===== config.mk =====
export PLATFORM = sky130hd
export DESIGN_NAME = ppc_top
export DESIGN_NICKNAME = d
export VERILOG_FILES = /design/src/ppc_pkg.sv /design/src/ppc_edge.sv /design/src/ppc_sync.sv /design/src/ppc_top.sv
export VERILOG_INCLUDE_DIRS = /design/src
export SDC_FILE = /design/constraint.sdc
export NUM_CORES = 1
export LEC_CHECK = 0
export CELL_PAD_IN_SITES_DETAIL_PLACEMENT = 0
export CELL_PAD_IN_SITES_GLOBAL_PLACEMENT = 2
export CORE_UTILIZATION = 35
export DETAILED_ROUTE_END_ITERATION = 16
export DONT_BUFFER_PORTS = 1
export HOLD_SLACK_MARGIN = 0.05
export PLACE_DENSITY_LB_ADDON = 0.1
export REMOVE_ABC_BUFFERS = 1
export SYNTH_ARGS = -nofsm -noshare
export SYNTH_HDL_FRONTEND = slang
export SYNTH_SLANG_ARGS = --single-unit

===== constraint.sdc =====
create_clock -name i_clock -period 3.81 [get_ports i_clock]
set_input_delay 0.381 -clock i_clock [delete_from_list [all_inputs] [get_ports i_clock]]
set_output_delay 0.381 -clock i_clock [all_outputs]
set_load 0.05 [all_outputs]

===== src/ppc_defines.svh =====
// Constants for the port pin configuration and data block.
// Assumes a 32-bit classic Wishbone register bus and an 8-pin port.
`ifndef PPC_DEFINES_SVH
`define PPC_DEFINES_SVH

// ==========================================
// Widths
`define PPC_PINS        8
`define PPC_ADR_W       8
`define PPC_DAT_W       32

// ==========================================
// Register byte offsets
`define PPC_OFF_DATA    8'h00
`define PPC_OFF_DIR     8'h04
`define PPC_OFF_RDR     8'h08
`define PPC_OFF_PE      8'h0C
`define PPC_OFF_PS      8'h10
`define PPC_OFF_IE      8'h14
`define PPC_OFF_STAT    8'h18
`define PPC_OFF_MASK    8'h1C
`define PPC_OFF_PIN     8'h20
`define PPC_OFF_EFFDIR  8'h24

// ==========================================
// Reset values and fixed settings
`define PPC_RST_BYTE    8'h00
`define PPC_RST_WORD    32'h0000_0000
`define PPC_PS_ONES     8'hFF
`define PPC_PS_ZEROS    8'h00

// ==========================================
// Alternate function bit positions on the first port
`define PPC_BIT_WKUP    3
`define PPC_BIT_NMI     1
`define PPC_BIT_MIRQ    0

`endif


===== src/ppc_pkg.sv =====
// Types shared by the port pin configuration and data block.
// Assumes ppc_defines.svh is on the include path.
`include "ppc_defines.svh"

package ppc_pkg;

	// ==========================================
	// Port kinds
	typedef enum {
		PPC_KIND_FIRST,
		PPC_KIND_ANALOG,
		PPC_KIND_INTR,
		PPC_KIND_PLAIN
	} ppc_kind_t;

	// ==========================================
	// Alternate function controls from peripherals
	typedef struct packed {
		logic [`PPC_PINS-1:0] seg_en;
		logic [`PPC_PINS-1:0] seg_out;
		logic                 wkup_clk_en;
		logic                 wkup_clk_out;
		logic                 nmi_en;
		logic                 mirq_en;
	} ppc_alt_t;

	// ==========================================
	// Pad controls toward the pins
	typedef struct packed {
		logic [`PPC_PINS-1:0] out;
		logic [`PPC_PINS-1:0] oe;
		logic [`PPC_PINS-1:0] reduced;
		logic [`PPC_PINS-1:0] pull_up;
		logic [`PPC_PINS-1:0] pull_down;
		logic [`PPC_PINS-1:0] in_en;
		logic [`PPC_PINS-1:0] seg_sel;
	} ppc_pad_t;

endpackage : ppc_pkg


===== src/ppc_edge.sv =====
// Edge detector with sticky status bits cleared by a read pulse.
// Assumes synchronised levels on the same clock.
`timescale 1ns/10ps
`include "ppc_defines.svh"

module ppc_edge #(
	parameter int WIDTH = `PPC_PINS
) (
	input  wire logic             i_clock,
	input  wire logic             i_srst,
	input  wire logic [WIDTH-1:0] i_level,
	input  wire logic [WIDTH-1:0] i_enable,
	input  wire logic [WIDTH-1:0] i_rising,
	input  wire logic [WIDTH-1:0] i_clear,
	output logic      [WIDTH-1:0] o_status
);

	logic [WIDTH-1:0] prev_r;
	logic             primed_r;
	logic [WIDTH-1:0] status_r;
	logic [WIDTH-1:0] status_nxt;
	logic [WIDTH-1:0] rise_w;
	logic [WIDTH-1:0] fall_w;
	logic [WIDTH-1:0] event_w;

	// ==========================================
	// Edge selection
	assign rise_w     = i_level & ~prev_r;
	assign fall_w     = ~i_level & prev_r;
	assign event_w    = {WIDTH{primed_r}} & i_enable
	                  & ((i_rising & rise_w) | (~i_rising & fall_w));
	assign status_nxt = (status_r & ~i_clear) | event_w;

	// ==========================================
	// State
	always_ff @(posedge i_clock) begin
		if (i_srst) begin
			prev_r   <= '0;
			primed_r <= 1'b0;
			status_r <= '0;
		end else begin
			prev_r   <= i_level;
			primed_r <= 1'b1;
			status_r <= status_nxt;
		end
	end

	assign o_status = status_r;

endmodule : ppc_edge


===== src/ppc_sync.sv =====
// Two-flop synchroniser for the pin inputs.
// Assumes one clock; inputs arrive from outside its domain.
`timescale 1ns/10ps
`include "ppc_defines.svh"

module ppc_sync #(
	parameter int WIDTH = `PPC_PINS
) (
	input  wire logic             i_clock,
	input  wire logic             i_srst,
	input  wire logic [WIDTH-1:0] i_async,
	output logic      [WIDTH-1:0] o_sync
);

	logic [WIDTH-1:0] meta_r;
	logic [WIDTH-1:0] sync_r;

	// ==========================================
	// Two stages
	always_ff @(posedge i_clock) begin
		if (i_srst) begin
			meta_r <= '0;
			sync_r <= '0;
		end else begin
			meta_r <= i_async;
			sync_r <= meta_r;
		end
	end

	assign o_sync = sync_r;

endmodule : ppc_sync


===== src/ppc_top.sv =====
// Port pin configuration and data block with a Wishbone register slave.
// Assumes one 100 MHz clock, synchronous reset, pins with external pads.
`timescale 1ns/10ps
`include "ppc_defines.svh"

module ppc_top
	import ppc_pkg::*;
#(
	parameter ppc_pkg::ppc_kind_t KIND = ppc_pkg::PPC_KIND_FIRST
) (
	input  wire logic                   i_clock,
	input  wire logic                   i_srst,
	input  wire logic                   i_wb_cyc,
	input  wire logic                   i_wb_stb,
	input  wire logic                   i_wb_we,
	input  wire logic [`PPC_ADR_W-1:0]  i_wb_adr,
	input  wire logic [3:0]             i_wb_sel,
	input  wire logic [`PPC_DAT_W-1:0]  i_wb_dat,
	output logic      [`PPC_DAT_W-1:0]  o_wb_dat,
	output logic                        o_wb_ack,
	input  wire logic [`PPC_PINS-1:0]   i_pin,
	input  wire ppc_pkg::ppc_alt_t      i_alt,
	output ppc_pkg::ppc_pad_t           o_pad,
	output logic                        o_nmi_req,
	output logic                        o_mirq_req,
	output logic                        o_irq
);

	import ppc_pkg::*;

	localparam int  W        = `PPC_PINS;
	localparam bit  IS_FIRST = (KIND == PPC_KIND_FIRST);
	localparam bit  HAS_IRQ  = (KIND == PPC_KIND_INTR) || (KIND == PPC_KIND_ANALOG);

	// ==========================================
	// Software registers
	logic [W-1:0]            data_r;
	logic [W-1:0]            dir_r;
	logic [W-1:0]            rdr_r;
	logic [W-1:0]            pe_r;
	logic [W-1:0]            ps_r;
	logic [W-1:0]            ie_r;
	logic [W-1:0]            mask_r;

	// ==========================================
	// Bus state
	logic                    ack_r;
	logic [`PPC_DAT_W-1:0]   rdat_r;
	logic [`PPC_DAT_W-1:0]   rdat_nxt;

	// ==========================================
	// Pad and status outputs
	ppc_pad_t                pad_r;
	ppc_pad_t                pad_nxt;
	logic                    irq_r;
	logic                    nmi_req_r;
	logic                    mirq_req_r;

	// ==========================================
	// Internal nets
	logic [W-1:0]            pin_sync;
	logic [W-1:0]            status;
	logic [W-1:0]            ps_eff;
	logic [W-1:0]            ie_eff;
	logic [W-1:0]            eff_dir;
	logic [W-1:0]            data_view;
	logic                    bus_req;
	logic                    fire;
	logic                    wr_fire;
	logic                    rd_fire;
	logic                    wr_lane0;
	logic [W-1:0]            wr_byte;
	logic                    hit_data;
	logic                    hit_dir;
	logic                    hit_rdr;
	logic                    hit_pe;
	logic                    hit_ps;
	logic                    hit_ie;
	logic                    hit_stat;
	logic                    hit_mask;
	logic                    hit_pin;
	logic                    hit_effdir;
	logic                    stat_clear;
	logic [W-1:0]            stat_seen_r;
	logic [W-1:0]            stat_clr_mask;

	// ==========================================
	// Pin input synchroniser
	ppc_sync #(
		.WIDTH   (W)
	) u_sync (
		.i_clock (i_clock),
		.i_srst  (i_srst),
		.i_async (i_pin),
		.o_sync  (pin_sync)
	);

	// ==========================================
	// Bus handshake
	assign bus_req  = i_wb_cyc & i_wb_stb;
	assign fire     = bus_req & ack_r;
	assign wr_fire  = fire & i_wb_we;
	assign rd_fire  = fire & ~i_wb_we;
	assign wr_lane0 = wr_fire & i_wb_sel[0];
	assign wr_byte  = i_wb_dat[W-1:0];

	// ==========================================
	// Address decode
	assign hit_data   = (i_wb_adr == `PPC_OFF_DATA);
	assign hit_dir    = (i_wb_adr == `PPC_OFF_DIR);
	assign hit_rdr    = (i_wb_adr == `PPC_OFF_RDR);
	assign hit_pe     = (i_wb_adr == `PPC_OFF_PE);
	assign hit_ps     = (i_wb_adr == `PPC_OFF_PS);
	assign hit_ie     = (i_wb_adr == `PPC_OFF_IE);
	assign hit_stat   = (i_wb_adr == `PPC_OFF_STAT);
	assign hit_mask   = (i_wb_adr == `PPC_OFF_MASK);
	assign hit_pin    = (i_wb_adr == `PPC_OFF_PIN);
	assign hit_effdir = (i_wb_adr == `PPC_OFF_EFFDIR);
	assign stat_clear = rd_fire & hit_stat;
	assign stat_clr_mask = {W{stat_clear}} & stat_seen_r;

	// ==========================================
	// Fixed or selectable pull and edge select
	assign ps_eff = IS_FIRST ? `PPC_PS_ONES :
	                (KIND == PPC_KIND_ANALOG) ? `PPC_PS_ZEROS : ps_r;
	assign ie_eff = HAS_IRQ ? ie_r : `PPC_RST_BYTE;

	// ==========================================
	// Data read source
	assign data_view = (dir_r & data_r) | (~dir_r & pin_sync);

	// ==========================================
	// Per-pin pad control
	genvar gi;
	generate
		for (gi = 0; gi < W; gi++) begin : g_pin
			logic seg;
			logic force_out;
			logic force_in;
			logic dir_bit;
			logic out_bit;

			assign seg       = i_alt.seg_en[gi];
			assign force_out = IS_FIRST && (gi == `PPC_BIT_WKUP)
			                 && i_alt.wkup_clk_en;
			assign force_in  = IS_FIRST
			                 && (((gi == `PPC_BIT_NMI) && i_alt.nmi_en)
			                 || ((gi == `PPC_BIT_MIRQ) && i_alt.mirq_en));
			assign dir_bit   = seg       ? 1'b0 :
			                   force_out ? 1'b1 :
			                   force_in  ? 1'b0 :
			                   dir_r[gi];
			assign out_bit   = seg       ? i_alt.seg_out[gi] :
			                   force_out ? i_alt.wkup_clk_out :
			                   data_r[gi];

			assign eff_dir[gi]           = dir_bit;
			assign pad_nxt.out[gi]       = out_bit;
			assign pad_nxt.oe[gi]        = dir_bit & ~seg;
			assign pad_nxt.reduced[gi]   = dir_bit & ~seg & rdr_r[gi];
			assign pad_nxt.pull_up[gi]   = ~dir_bit & ~seg & pe_r[gi]
			                             & ~ps_eff[gi];
			assign pad_nxt.pull_down[gi] = ~dir_bit & ~seg & pe_r[gi]
			                             & ps_eff[gi];
			assign pad_nxt.in_en[gi]     = ~seg;
			assign pad_nxt.seg_sel[gi]   = seg;
		end
	endgenerate

	// ==========================================
	// Edge interrupt status
	generate
		if (HAS_IRQ) begin : g_irq
			ppc_edge #(
				.WIDTH    (W)
			) u_edge (
				.i_clock  (i_clock),
				.i_srst   (i_srst),
				.i_level  (pin_sync),
				.i_enable (ie_eff),
				.i_rising (ps_eff),
				.i_clear  (stat_clr_mask),
				.o_status (status)
			);
		end else begin : g_no_irq
			assign status = `PPC_RST_BYTE;
		end
	endgenerate

	// ==========================================
	// Read data mux
	always_comb begin
		rdat_nxt = `PPC_RST_WORD;
		if (hit_data) begin
			rdat_nxt[W-1:0] = data_view;
		end else if (hit_dir) begin
			rdat_nxt[W-1:0] = dir_r;
		end else if (hit_rdr) begin
			rdat_nxt[W-1:0] = rdr_r;
		end else if (hit_pe) begin
			rdat_nxt[W-1:0] = pe_r;
		end else if (hit_ps) begin
			rdat_nxt[W-1:0] = ps_eff;
		end else if (hit_ie) begin
			rdat_nxt[W-1:0] = ie_eff;
		end else if (hit_stat) begin
			rdat_nxt[W-1:0] = status;
		end else if (hit_mask) begin
			rdat_nxt[W-1:0] = mask_r;
		end else if (hit_pin) begin
			rdat_nxt[W-1:0] = pin_sync;
		end else if (hit_effdir) begin
			rdat_nxt[W-1:0] = eff_dir;
		end
	end

	// ==========================================
	// Bus acknowledge and registered read data
	always_ff @(posedge i_clock) begin
		if (i_srst) begin
			ack_r  <= 1'b0;
			rdat_r <= `PPC_RST_WORD;
		end else begin
			ack_r  <= bus_req & ~ack_r;
			if (bus_req & ~ack_r) begin
				rdat_r <= rdat_nxt;
			end
		end
	end

	// ==========================================
	// Status bits reported by the read in flight
	always_ff @(posedge i_clock) begin
		if (i_srst) begin
			stat_seen_r <= `PPC_RST_BYTE;
		end else if (bus_req & ~ack_r) begin
			stat_seen_r <= status;
		end
	end

	// ==========================================
	// Data and direction registers
	always_ff @(posedge i_clock) begin
		if (i_srst) begin
			data_r <= `PPC_RST_BYTE;
			dir_r  <= `PPC_RST_BYTE;
		end else begin
			if (wr_lane0 & hit_data) begin
				data_r <= wr_byte;
			end
			if (wr_lane0 & hit_dir) begin
				dir_r <= wr_byte;
			end
		end
	end

	// ==========================================
	// Drive and pull registers
	always_ff @(posedge i_clock) begin
		if (i_srst) begin
			rdr_r <= `PPC_RST_BYTE;
			pe_r  <= `PPC_RST_BYTE;
			ps_r  <= `PPC_RST_BYTE;
		end else begin
			if (wr_lane0 & hit_rdr) begin
				rdr_r <= wr_byte;
			end
			if (wr_lane0 & hit_pe) begin
				pe_r <= wr_byte;
			end
			if (wr_lane0 & hit_ps) begin
				ps_r <= wr_byte;
			end
		end
	end

	// ==========================================
	// Interrupt enable and mask registers
	always_ff @(posedge i_clock) begin
		if (i_srst) begin
			ie_r   <= `PPC_RST_BYTE;
			mask_r <= `PPC_RST_BYTE;
		end else begin
			if (wr_lane0 & hit_ie) begin
				ie_r <= wr_byte;
			end
			if (wr_lane0 & hit_mask) begin
				mask_r <= wr_byte;
			end
		end
	end

	// ==========================================
	// Registered pad, request and interrupt outputs
	always_ff @(posedge i_clock) begin
		if (i_srst) begin
			pad_r      <= '0;
			irq_r      <= 1'b0;
			nmi_req_r  <= 1'b0;
			mirq_req_r <= 1'b0;
		end else begin
			pad_r      <= pad_nxt;
			irq_r      <= |(status & mask_r);
			nmi_req_r  <= IS_FIRST & i_alt.nmi_en
			            & pin_sync[`PPC_BIT_NMI];
			mirq_req_r <= IS_FIRST & i_alt.mirq_en
			            & pin_sync[`PPC_BIT_MIRQ];
		end
	end

	// ==========================================
	// Output assignments
	assign o_wb_ack   = ack_r;
	assign o_wb_dat   = rdat_r;
	assign o_pad      = pad_r;
	assign o_irq      = irq_r;
	assign o_nmi_req  = nmi_req_r;
	assign o_mirq_req = mirq_req_r;

endmodule : ppc_top


Word-level counts from Yosys, hierarchy flattened

Cells that the tools add are included.

RAM bits: 0
Bits in latches: 0
Logic and storage cells: 123
Output and inout bits: 92
Input bits: 77
Register bits after elaboration: 123
Memories: 0
ROM bits: 0

$mul: 0
Equality and inequality tests: 9
Multiplexer cells: 30
Bitwise operators: 65
Div/mod/pow operators: 0
Shift operators: 0
Add/sub/neg operators: 0
Order comparisons: 0
Reductions and logical operators: 1

Operators with widths:

| operator           | number |
|---|---|
| $mux 8             | 10 |
| $and 1x1->1        | 44 |
| $eq 8x5->1 const B | 4 |
| $mux 1             | 20 |
| $not 1->1          | 17 |
| $and 8x8->8        | 2 |
| $eq 8x4->1 const B | 2 |
| $eq 8x6->1 const B | 2 |
| $eq 8x3->1 const B | 1 |
| $logic_not 8->1    | 1 |
| $not 8->8          | 1 |
| $or 8x8->8         | 1 |

Logic depth before layout (Yosys ltp)

Depth in word-level cells: 12
Mapped depth: 6

Hierarchy

A second synthesis with hierarchy kept.

Cells, all modules: 493
Area total of the unflattened synthesis: 4,692.0 um^2

Modules (own cells, without submodules):

| module   | area an instance (um^2) | cells an instance | sequential area each (um^2) | instances |
|---|---|---|---|---|
| ppc_top  | 4,227.8                 | 460               | 1,981.9                     | 1 |
| ppc_sync | 464.2                   | 33                | 320.3                       | 1 |

Least setup slack after synthesis

No wires, ideal clock.

Kind: reg2reg
Start point: register ack_r (netlist: o_wb_ack)
End point: register mask_r[0]
Required time: 3,682 ps
Data arrival time: 1,537 ps
Cell stages (with the launch flop): 6
Library setup time: 128 ps
Slack: 2,145 ps
Cells stage by stage: dfxtp_1 and4_1 and4_1 buf_2 mux2i_1 nor2_1

Longest elaborated chain between the ends: 4

RTL lines:

| item                   | line           | text |
|---|---|---|
| start, declared        | ppc_top.sv:47  | `logic ack_r;` |
| start signal, assigned | ppc_top.sv:224 | `ack_r <= bus_req & ~ack_r;` |
| $and 1x1->1            | ppc_top.sv:101 | `assign fire = bus_req & ack_r;` |
| $and 1x1->1            | ppc_top.sv:102 | `assign wr_fire = fire & i_wb_we;` |
| $and 1x1->1            | ppc_top.sv:104 | `assign wr_lane0 = wr_fire & i_wb_sel[0];` |
| $and 1x1->1            | ppc_top.sv:287 | `if (wr_lane0 & hit_mask) begin` |
| end signal, assigned   | ppc_top.sv:282 | `` mask_r <= `PPC_RST_BYTE; `` |
| end signal, assigned   | ppc_top.sv:288 | `mask_r <= wr_byte;` |
| end, declared          | ppc_top.sv:43  | `logic [W-1:0] mask_r;` |

No other way between the ends.
A chain may end at the register's enable or synchronous reset.

Worst setup path in the final report

Start point: register ack_r (netlist: o_wb_ack)
End point: register data_r[6]

Longest elaborated chain between the ends: 4

RTL lines:

| item                 | line           | text |
|---|---|---|
| $and 1x1->1          | ppc_top.sv:101 |  |
| $and 1x1->1          | ppc_top.sv:102 |  |
| $and 1x1->1          | ppc_top.sv:104 |  |
| $and 1x1->1          | ppc_top.sv:248 | `if (wr_lane0 & hit_data) begin` |
| end signal, assigned | ppc_top.sv:245 | `` data_r <= `PPC_RST_BYTE; `` |
| end signal, assigned | ppc_top.sv:249 | `data_r <= wr_byte;` |
| end, declared        | ppc_top.sv:37  | `logic [W-1:0] data_r;` |

No other way between the ends.

==> flow_summary.ini <==
[run_status]
status = complete, no violations

[detailed_routing]
drtAntennaViolNets = 0
via_count = 3527
totalWireLength_mm = 12.9
viasPerCell = 5.09
drt_iter0_drc = 226
wire_per_inst_um = 18.6
drc = 0
drtPass1Iterations = 4

[worst_hold_path]
worstHoldPathType = input pin to register

[pwr]
p_seq_share_pct = 44.3
p_int_mw = 2.16
swShare_pct = 25.3
powerDensity_nw_per_um2 = 553
peakVddDrop_mv = 0.255
leakagePower_nw = 1.89
p_clk_share_pct = 49.7
p_sw_mw = 0.734
combPwrFrac_pct = 6.0

[sta]
min_period_over_period_pct = 61.4
slew_headroom_pct = 29.2
tightest_slew_ns = 1.06
setup-violations-final = 0
fmax_ghz = 0.427
final_hold_viol_count = 0
maxSlewViolCount = 0
final.setup_skew_ns = 0.00644
fin_tns_setup_ns = 0
rsz0062_at_grt = no
min_period_ns = 2.34
whs_ns = 0.0788

[worst_setup_path]
start_kind = register
worst-path-buf-inv = 1
path_class = register to register
path_cells = and4_1 > and4_1 > buf_4 > nand3_1 > a21oi_1
path_max_fanout = 20
cp_top_family = simple AND/OR/NAND/NOR gates
crit_path_end_kind = register
cp_slowest_cell = dfxtp_1
critPathRequiredTime_ns = 4.15
cpMostUsedCell = and4_1
cp_data_arrival_time_ns = 2.69
cpPeakStageDelay_ns = 0.66

[logic_synthesis]
mappedNetlistArea_sq_um = 4620
synth_cell_types = 42
synthTopCellsByArea = dfxtp_1, a21oi_1, buf_4
yosys_register_bits = 115
synthFlopType = dfxtp_1
yosys_warnings = 0
async_flop_share_pct = 0
synth_edf_count = 0
netlist_instances = 511
synth_top_cell_area_share_pct = 49.8
avgSynthCellArea_sq_um = 9.04
yosysTopAreaCell = dfxtp_1
yosysSeqAreaShare_pct = 49.8

[cells_and_area]
fin_nets = 586
drive_gt1_share_pct = 8.45
n_antenna_cell = 0
areaGrowthSynthToFinish_pct = 13.4

[floorplan]
die_h_um = 117
die_area_sq_um = 13700
coreArea_sq_um = 12700
io_pins = 169
initial_core_util_pct = 36.3
rows = 41
die_width_um = 117

[global_route]
track_usage_pct = 19.9
grt_pass1_wl_mm = 19.2
grt_pass1_vias = 3348
grt_max_degree = 87
grt_overflow = 0
antenna_found_initial = 0

[clock_tree]
cts-root-buf = clkbuf_16
cts.reportedPaths.clkPinSlew_ns = 0.05
clockBufferDepth = 2
cts_tree = yes
htree_levels = 4
cts_buffers = 17
post_cts_resized = 0
clock_sinks = 115
clk-insertion-delay-late_ns = 0.42

[placed_design]
io_buffers = 0
dpl.hpwl_mm = 7.63
gp_congestion = 0.727

[job]
maxCapViolations = 0
## routing by layer
metal | global-route usage, % | vias up | wire length [um]
li1 | - | 1711 | -
met2 | 32.4 | 147 | 6080
met4 | 8.86 | 0 | 233
met3 | 6.44 | 19 | 946
met1 | 24.1 | 1650 | 5620
met5 | 0 | - | 0
## flip-flops by register name (all words and copies together), names as in the netlist
register and cells:
o_nmi_req 1, o_wb_ack 1, mask_r 8, o_mirq_req 1, rdr_r 8, o_pad 48, u_sync.o_sync 8, data_r 8
o_wb_dat 8, dir_r 8, u_sync.meta_r 8, pe_r 8
## final timing paths
| kind | from | to | slack (ns) | cells after the start |
|---|---|---|---|---|
| worst max-delay path | o_wb_ack | data_r[6] | 1.47 | 5 |
| worst min-delay path | i_alt[1] | o_nmi_req | 0.08 | 2 |
| worst max register to register | o_wb_ack | data_r[6] | 1.47 | 5 |
| worst min register to register | u_sync.meta_r[2] | u_sync.o_sync[2] | 0.43 | 1 |
## worst register-to-register path: stages (launching register included)
cell and delay, ns:
dfxtp_1 0.66, and4_1 0.35, and4_1 0.58, buf_4 0.39
nand3_1 0.13, a21oi_1 0.16
## power groups by stage
| stage | clock network [mW] | registers [mW] | logic, mW |
|---|---|---|---|
| finish | 1.44 | 1.28 | 0.174 |
| global route | 1.53 | 1.28 | 0.187 |
| CTS | 1.48 | 1.28 | 0.175 |
| detailed placement | 0 | 1.31 | 0.146 |
| global placement | 0 | 1.31 | 0.145 |
| floorplan | 0 | 1.31 | 0.123 |
## final cells by class
type / count / area [sq um]
Timing Repair Buffer: 13 / 140
Clock buffer: 20 / 447
Sequential cell: 115 / 2300
Clock inverter: 11 / 88.8
Tap cell: 172 / 215
Inverter: 13 / 48.8
Fill cell: 1314 / 7480
Multi-Input combinational cell: 349 / 2000
## Yosys cell counts (2+ instances only)
cell type and count:
o41ai_1 4, a32oi_1 5, o21ai_0 38, or3b_2 3
mux2i_1 16, a21oi_1 53, and3_1 9, buf_1 2
o22ai_1 13, a221o_1 3, nor2b_1 31, nor2_1 30
nand2b_1 7, dfxtp_1 115, buf_2 8, nor4b_1 5
clkbuf_1 21, inv_1 13, and2_1 13, nand3_1 32
o211ai_1 8, and4_1 3, nor3_1 3, nand2_1 26
buf_4 33
## logic make-up (layout without fill, tap and decap cells)
group / count (synthesis) / in the layout / synth area share [%]
AND/OR/NAND/NOR: 172 / 172 / 21.0
multiplexers: 16 / 16 / 3.47
AO/OA/AOI/OAI: 128 / 128 / 16.2
flip-flops: 115 / 115 / 49.8
other: 1 / 33 / 0.0812
buffers and inverters: 79 / 57 / 9.50
## metrics by stage
stage | cells | worst slack [ns] | utilization [%] | instance area (sq um) | power, mW
2_1_floorplan | 477 | 1.84 | - | 4350 | 1.43
3_3_place_gp | 652 | 1.48 | 36.1 | 4590 | 1.45
3_5_place_dp | 652 | 1.50 | 36.1 | 4590 | 1.45
4_1_cts | 693 | 1.48 | 41.2 | 5240 | 2.94
5_1_grt | 693 | 1.32 | 41.2 | 5240 | 3.00
6_report | 693 | 1.47 | 41.2 | 5240 | 2.90
## what timing repair did
action,CTS,global route
buffers inserted,0,0
hold endpoints to repair,90,0
hold buffers,10,0
setup endpoints to repair,0,0
## placed cells by master, fill, tap and decap left out, types with 3 or more instances in the layout
master / Yosys / final
dfxtp_1: 115 / 115
a21oi_1: 53 / 53
o21ai_0: 38 / 38
conb_1: 1 / 33
nand3_1: 32 / 32
nor2b_1: 31 / 31
nor2_1: 30 / 30
nand2_1: 26 / 26
clkbuf_16: 0 / 17
mux2i_1: 16 / 16
and2_1: 13 / 13
inv_1: 13 / 13
o22ai_1: 13 / 13
and3_1: 9 / 9
dlygate4sd3_1: 0 / 9
o211ai_1: 8 / 8
nand2b_1: 7 / 7
clkinv_2: 0 / 7
nor4b_1: 5 / 5
a32oi_1: 5 / 5
o41ai_1: 4 / 4
and4_1: 3 / 3
nor3_1: 3 / 3
a221o_1: 3 / 3
or3b_2: 3 / 3
buf_4: 33 / 3
No activity file was read; power rests on OpenSTA's default activity.
